$ cat src/swr_pkg.sv
package swr_pkg;
   // time base
   localparam int unsigned CLK_FREQ_HZ = 200_000_000;
   localparam longint unsigned RESET_PULSE_TIME_MS = 200;
   localparam longint unsigned WATCHDOG_TIMEOUT_TIME_MS = 1600;
   localparam longint unsigned RESET_PULSE_MIN_MS = 120;
   localparam longint unsigned RESET_PULSE_MAX_MS = 300;
   localparam longint unsigned WATCHDOG_MIN_MS = 1100;
   localparam longint unsigned WATCHDOG_MAX_MS = 2400;
   localparam longint unsigned RESET_PULSE_CYC =
      (RESET_PULSE_TIME_MS * CLK_FREQ_HZ) / 1000;
   localparam longint unsigned WATCHDOG_TIMEOUT_CYC =
      (WATCHDOG_TIMEOUT_TIME_MS * CLK_FREQ_HZ) / 1000;
   localparam int unsigned CNT_W = 32;
   localparam int unsigned SYNC_STAGES = 3;

   // synchronised view of the four external inputs
   typedef struct packed {
      logic supply_low;
      logic manual_reset_low;
      logic kick;
      logic kick_undriven;
   } swr_in_t;

   // synchroniser reset value: supply taken as low, so power-up gives a full pulse
   localparam swr_in_t SWR_IN_RST = '{supply_low:       1'b1,
                                      manual_reset_low: 1'b0,
                                      kick:             1'b0,
                                      kick_undriven:    1'b0};

   typedef enum logic [1:0] {
      SWR_HOLD    = 2'b00,
      SWR_STRETCH = 2'b01,
      SWR_RUN     = 2'b10
   } swr_state_t;
endpackage : swr_pkg

$ cat src/swr_supervisor.sv
// Operation
// - reset output held low while supply low or manual reset input low
// - reset pulse of 200 ms after supply recovery, expiry or manual release
// - kick input stuck at one level beyond 1.6 s timeout starts reset pulse
// - watchdog timer stays cleared while reset output is asserted
// - every kick edge clears the timer; processor must toggle within timeout
// - undriven kick input disables watchdog expiry entirely
// - reset pulse duration stays within 120 to 300 ms
// - watchdog timeout stays within 1.1 to 2.4 s
module swr_supervisor
   import swr_pkg::*;
#(
   parameter logic [CNT_W-1:0] RESET_PULSE_CYCLES = CNT_W'(RESET_PULSE_CYC),
   parameter logic [CNT_W-1:0] WATCHDOG_CYCLES    = CNT_W'(WATCHDOG_TIMEOUT_CYC)
) (
   input  wire logic i_clk,
   input  wire logic i_rst_b,
   input  wire logic i_supply_low,
   input  wire logic i_manual_reset_low_in,
   input  wire logic i_watchdog_kick_in,
   input  wire logic i_kick_undriven,
   output logic      o_sys_reset_low_out,
   output logic      o_watchdog_expired
);

   // refuse counts the counters cannot serve: below 2 the first counted
   // cycle and the terminal one would coincide
   if (RESET_PULSE_CYCLES < 32'h2 || WATCHDOG_CYCLES < 32'h2) begin : g_bad_counts
      $error("swr_supervisor: terminal counts must be at least 2");
   end

   // last count value of each timer, kept at the counter width
   localparam logic [CNT_W-1:0] CNT_ONE    = CNT_W'(32'h1);
   localparam logic [CNT_W-1:0] PULSE_LAST = RESET_PULSE_CYCLES - CNT_ONE;
   localparam logic [CNT_W-1:0] WD_LAST    = WATCHDOG_CYCLES - CNT_ONE;

   // three-stage synchronisers; stage 1 feeds stage 2 only
   swr_in_t s1_reg, s2_reg, s3_reg;
   swr_in_t s1_next, s2_next, s3_next;
   swr_in_t pin_now;
   swr_in_t filt_reg, filt_next;
   logic [$bits(swr_in_t)-1:0] filt_bits;

   // per-bit agreement filter; one clock of disagreement keeps the old level,
   // which also swallows a glitch that lands between two samples
   for (genvar b = 0; b < $bits(swr_in_t); b = b + 1) begin : g_filt
      assign filt_bits[b] = (s2_reg[b] == s3_reg[b]) ? s3_reg[b] : filt_reg[b];
   end

   always_comb begin
      pin_now = '{supply_low:       i_supply_low,
                  manual_reset_low: ~i_manual_reset_low_in,
                  kick:             i_watchdog_kick_in,
                  kick_undriven:    i_kick_undriven};
      s1_next = pin_now;
      s2_next = s1_reg;
      s3_next = s2_reg;
      // a change counts only once stages 2 and 3 agree
      filt_next = swr_in_t'(filt_bits);
   end

   // reset value treats the supply as low, so power-up gives a full pulse
   always_ff @(posedge i_clk) begin
      if (!i_rst_b) begin
         s1_reg   <= SWR_IN_RST;
         s2_reg   <= SWR_IN_RST;
         s3_reg   <= SWR_IN_RST;
         filt_reg <= SWR_IN_RST;
      end else begin
         s1_reg   <= s1_next;
         s2_reg   <= s2_next;
         s3_reg   <= s3_next;
         filt_reg <= filt_next;
      end
   end

   // supervisor state, pulse counter and watchdog counter
   swr_state_t       state_reg, state_next;
   logic [CNT_W-1:0] pulse_cnt_reg, pulse_cnt_next;
   logic [CNT_W-1:0] wd_cnt_reg, wd_cnt_next;
   logic             kick_prev_reg, kick_prev_next;
   logic             expired_reg, expired_next;
   logic             rst_out_reg, rst_out_next;
   logic             hold_cond;
   logic             kick_edge;

   always_comb begin
      hold_cond      = filt_reg.supply_low | filt_reg.manual_reset_low;
      kick_edge      = filt_reg.kick ^ kick_prev_reg;
      kick_prev_next = filt_reg.kick;
      state_next     = state_reg;
      pulse_cnt_next = pulse_cnt_reg;
      wd_cnt_next    = wd_cnt_reg;
      expired_next   = 1'b0;
      unique case (state_reg)
         SWR_HOLD: begin
            // any holding cause keeps the pulse from starting
            pulse_cnt_next = '0;
            wd_cnt_next    = '0;
            if (!hold_cond)
               state_next = SWR_STRETCH;
         end
         SWR_STRETCH: begin
            wd_cnt_next = '0;
            if (hold_cond) begin
               state_next = SWR_HOLD;
            end else if (pulse_cnt_reg == PULSE_LAST) begin
               state_next     = SWR_RUN;
               pulse_cnt_next = '0;
            end else begin
               pulse_cnt_next = pulse_cnt_reg + CNT_ONE;
            end
         end
         SWR_RUN: begin
            pulse_cnt_next = '0;
            if (hold_cond) begin
               state_next  = SWR_HOLD;
               wd_cnt_next = '0;
            end else if (kick_edge || filt_reg.kick_undriven) begin
               wd_cnt_next = '0;
            end else if (wd_cnt_reg == WD_LAST) begin
               // expiry restarts the stretch just like a released hold
               state_next   = SWR_STRETCH;
               wd_cnt_next  = '0;
               expired_next = 1'b1;
            end else begin
               wd_cnt_next = wd_cnt_reg + CNT_ONE;
            end
         end
         default: begin
            state_next     = SWR_HOLD;
            pulse_cnt_next = '0;
            wd_cnt_next    = '0;
         end
      endcase
      // output follows the state being entered, so output and state flop agree
      rst_out_next = (state_next == SWR_RUN);
   end

   always_ff @(posedge i_clk) begin
      if (!i_rst_b) begin
         state_reg     <= SWR_HOLD;
         pulse_cnt_reg <= '0;
         wd_cnt_reg    <= '0;
         kick_prev_reg <= 1'b0;
         expired_reg   <= 1'b0;
         rst_out_reg   <= 1'b0;
      end else begin
         state_reg     <= state_next;
         pulse_cnt_reg <= pulse_cnt_next;
         wd_cnt_reg    <= wd_cnt_next;
         kick_prev_reg <= kick_prev_next;
         expired_reg   <= expired_next;
         rst_out_reg   <= rst_out_next;
      end
   end

   // reset output straight from a flop: no decode glitch reaches the processor
   assign o_sys_reset_low_out = rst_out_reg;
   assign o_watchdog_expired  = expired_reg;

   // checks
   a_hold_forces_low: assert property (@(posedge i_clk) disable iff (!i_rst_b)
      hold_cond |=> !o_sys_reset_low_out)
      else $error("reset output released while hold cause present");

   a_pulse_width: assert property (@(posedge i_clk) disable iff (!i_rst_b)
      $rose(o_sys_reset_low_out) |-> $past(state_reg == SWR_STRETCH)
         && $past(pulse_cnt_reg) == PULSE_LAST)
      else $error("reset released before full pulse");

   a_stretch_after_hold: assert property (@(posedge i_clk) disable iff (!i_rst_b)
      (state_reg == SWR_HOLD && !hold_cond) |=> state_reg == SWR_STRETCH)
      else $error("pulse did not start after hold ended");

   a_expiry_starts_pulse: assert property (@(posedge i_clk) disable iff (!i_rst_b)
      expired_reg |-> state_reg == SWR_STRETCH && !o_sys_reset_low_out)
      else $error("expiry did not start a reset pulse");

   a_wd_clear_reset: assert property (@(posedge i_clk) disable iff (!i_rst_b)
      state_reg != SWR_RUN |-> wd_cnt_reg == '0)
      else $error("watchdog counting during reset");

   a_kick_clears: assert property (@(posedge i_clk) disable iff (!i_rst_b)
      (state_reg == SWR_RUN && kick_edge) |=> wd_cnt_reg == '0)
      else $error("kick edge did not clear watchdog");

   a_undriven_no_expiry: assert property (@(posedge i_clk) disable iff (!i_rst_b)
      filt_reg.kick_undriven |=> !expired_reg)
      else $error("expiry while kick input undriven");

   a_counts_bounded: assert property (@(posedge i_clk) disable iff (!i_rst_b)
      pulse_cnt_reg < RESET_PULSE_CYCLES && wd_cnt_reg < WATCHDOG_CYCLES)
      else $error("counter beyond terminal count");

   a_out_tracks_run: assert property (@(posedge i_clk) disable iff (!i_rst_b)
      o_sys_reset_low_out == (state_reg == SWR_RUN))
      else $error("reset output disagrees with supervisor state");

   a_pulse_counts_up: assert property (@(posedge i_clk) disable iff (!i_rst_b)
      (state_reg == SWR_STRETCH && !hold_cond && pulse_cnt_reg != PULSE_LAST)
         |=> state_reg == SWR_STRETCH && pulse_cnt_reg == $past(pulse_cnt_reg) + CNT_ONE)
      else $error("reset pulse counter skipped or stalled");

   a_stuck_kick_expires: assert property (@(posedge i_clk) disable iff (!i_rst_b)
      (state_reg == SWR_RUN && !hold_cond && !kick_edge && !filt_reg.kick_undriven
         && wd_cnt_reg == WD_LAST) |=> expired_reg && !o_sys_reset_low_out)
      else $error("stuck kick input did not expire the watchdog");

   a_wd_counts_run: assert property (@(posedge i_clk) disable iff (!i_rst_b)
      (state_reg == SWR_RUN && !hold_cond && !kick_edge && !filt_reg.kick_undriven
         && wd_cnt_reg != WD_LAST) |=> wd_cnt_reg == $past(wd_cnt_reg) + CNT_ONE)
      else $error("watchdog timer skipped or stalled");

   a_expiry_one_cycle: assert property (@(posedge i_clk) disable iff (!i_rst_b)
      expired_reg |=> !expired_reg)
      else $error("expiry flag stood longer than one cycle");

endmodule // swr_supervisor

$ cat config.mk
export PLATFORM = sky130hd
export DESIGN_NAME = swr_supervisor
export DESIGN_NICKNAME = d
export VERILOG_FILES = /design/src/swr_pkg.sv /design/src/swr_supervisor.sv
export SDC_FILE = /design/constraint.sdc
export NUM_CORES = 1
export LEC_CHECK = 0
export ABC_AREA = 1
export BUFFER_PORTS_ARGS = -buffer_cell sky130_fd_sc_hd__buf_2
export CAP_MARGIN = 20
export CORE_AREA = 3 3 103 80
export CTS_CLUSTER_SIZE = 25
export DETAILED_ROUTE_END_ITERATION = 8
export DIE_AREA = 0 0 106 83
export PLACE_DENSITY = 0.75
export SLEW_MARGIN = 20
export SYNTH_ARGS = -nofsm -noshare
export SYNTH_HDL_FRONTEND = slang
export SYNTH_SLANG_ARGS = --single-unit
export TNS_END_PERCENT = 1
$ cat constraint.sdc
create_clock -name i_clk -period 2 [get_ports i_clk]
set_clock_uncertainty 0.2 [all_clocks]
set_input_delay 0.6 -clock i_clk [delete_from_list [all_inputs] [get_ports i_clk]]
set_output_delay 0.6 -clock i_clk [all_outputs]
set_load 0.02 [all_outputs]
==> results.cfg <==
[outcome]
outcome = completed

[global_routing]
track_usage = 0.228
grt_pass1_wl_um = 16400
top_usage_layer = met1
grtUsageMet2 = 0.322
overflow = 0
grt_max_degree = 30
grt_pass1_vias = 3507
met1_usage = 0.349
antenna_found_initial = 0
globalRouteMet3Util = 0.0497

[routing]
firstDrtPassIters = 5
wl_per_cell_um = 12.4
vias = 4011
antenna_left = 0
drcViolationCount = 0
via_per_inst = 5.16
drt_iter0_markers = 357
wirelength_um = 9660

[timing]
rsz0062_at_grt = no
fmax_mhz = 539
setup_viol = 0
worst_pin_slew_ps = 400
finalSetupTns_ps = 0
slew_violations = 0
layout_min_cycle_time_ps = 1860
post-route-period-util = 0.928
postLayoutSetupSlackWorst_ps = 144
timing.hold.ws_ps = 182
slew_headroom = 0.732
hold_viol_final = 0

[setup_path]
r2r_slack_ps = 140
critPathMaxFanout = 14
critical_path_arrival_ps = 1910
worstPathRequired_ps = 2060
r2r_start = wd_cnt_reg[0]
critPathLaunchType = register
reg2reg_depth = 9
crit_type = register to register
reg2reg_to = wd_cnt_reg[14]
crit_path_end_kind = register

[finish]
fin_cells = 777
design_area_um2 = 4840
nNetsFinal = 679
utilization = 0.663
layout-drive-gt1-share = 0.124
n_antenna_cell = 0
areaGrowthSynthToFinish_pct = 11.1

[logic_synthesis]
ys_types = 31
synth-edff-count = 0
avgSynthCellArea_um2 = 6.68
ys_seq_area_frac = 0.391
syn_inst = 652
ys_async_sr_fraction = 0
synth_area_um2 = 4350
synth_ff_type = dfxtp_1
synth_most_common_cell = nand2_1
synth_common_cells = nand2_1, nor2_1, inv_1
yosys-top-cells-area = dfxtp_1, nand2_1, nor2_1, inv_1, nand3_1
ys_ff_latch = 85
yosysWarnings = 0
synth_area_leader_cell = dfxtp_1
syn-num-nets = 660
yosys.area.top_type_share = 0.391

[floorplanning]
die_w_um = 106
io_pins = 8
die_h_um = 83
core_um2 = 7300
rows = 27
dieArea_um2 = 8800
start_util = 0.597

[placed_design]
dp_hpwl_um = 7160
dpl.cell_count = 759
dp_slack_ps = 113
io_buffers = 7
place_area_um2 = 4540
gp_congestion = 0.956

[power_and_ir_drop]
power_density_nw_per_um2 = 654
power.total_mw = 3.17
leakagePower_nw = 1.68
irDropWorstVdd_v = 0.000769

[min_path]
hp-class = primary input to register
min_delay_path_depth = 2
min_to = s1_reg[2]
hold_start = i_manual_reset_low_in

[clocking]
cts_buffers = 9
cts_root_buf = clkbuf_8
cts_tree = done
clock_latency_ps = 370
hold_buffers = 0
clock_sinks = 85
path_clk_slew_ps = 90
cts_max_level = 3
clockBufferDepth = 2

[flow_run]
maxCapViolCount = 0
## cell families after synthesis
kind of cell | count (synthesis) | synth area share
AO/OA/AOI/OAI | 40 | 0.0480
XOR/XNOR | 21 | 0.0422
adder cells (fa/ha/maj) | 2 | 0.00575
buffers and inverters | 100 | 0.0925
flip-flops | 85 | 0.391
AND/OR/NAND/NOR | 404 | 0.421
## placed cells by master (no fill, tap or decap), types with 3 or more instances in the layout
cell,instances
nand2_1,154
nor2_1,111
inv_1,87
dfxtp_1,83
nand3_1,48
a21oi_1,29
nor3_1,26
nor2_2,20
nand4_1,16
xor2_1,16
nor2_4,10
clkbuf_8,9
buf_2,7
buf_4,7
o21ai_0,6
nand2_2,5
xnor2_1,5
inv_2,4
a31oi_1,3
or2_2,3
inv_6,3
## area by class of cell
cell class | count | area [µm²]
clock buffers | 9 | 124
clock inverters | 7 | 114
fillers | 658 | 2460
inverters | 91 | 342
multi-input cells | 467 | 2280
flip-flops and latches | 85 | 1700
well taps | 101 | 126
repair buffers | 17 | 153
## worst max-delay path, cell delays in order, from the launching register on
cell	delay, ps
dfxtp_2	350
ha_1	160
nand2_1	100
nor2_4	190
nand2_2	130
nor2_4	140
nand2_2	90
nand2_2	140
clkbuf_16	200
a21oi_1	40
## per-layer routing
layer / wire [µm] / vias up
li1: - / 2085
met1: 4840 / 1790
met2: 4020 / 124
met3: 684 / 12
met4: 112 / 0
met5: 0 / -
## worst max-delay path by stage
stage,endpoint,startpoint
floorplan,pulse_cnt_reg[20],pulse_cnt_reg[0]
global placement,wd_cnt_reg[20],wd_cnt_reg[0]
detailed placement,pulse_cnt_reg[1],pulse_cnt_reg[1]
CTS,pulse_cnt_reg[22],pulse_cnt_reg[1]
global route,wd_cnt_reg[14],wd_cnt_reg[1]
finish,wd_cnt_reg[14],wd_cnt_reg[0]
## what timing repair did
action                                  CTS  global route
setup buffers                             0             1
endpoints found under the hold margin     0             0
gates resized for setup                   0             9
endpoints found under the setup margin    0            31
## where the power goes
group          switching [mW]  leakage, nW  total [mW]  internal [mW]
combinational          0.0128        0.873      0.0231         0.0103
clock                   0.702        0.120        1.44          0.736
sequential            0.00356        0.688        1.70           1.70
total                   0.719         1.68        3.17           2.45
No activity file was read; power rests on OpenSTA's default activity.
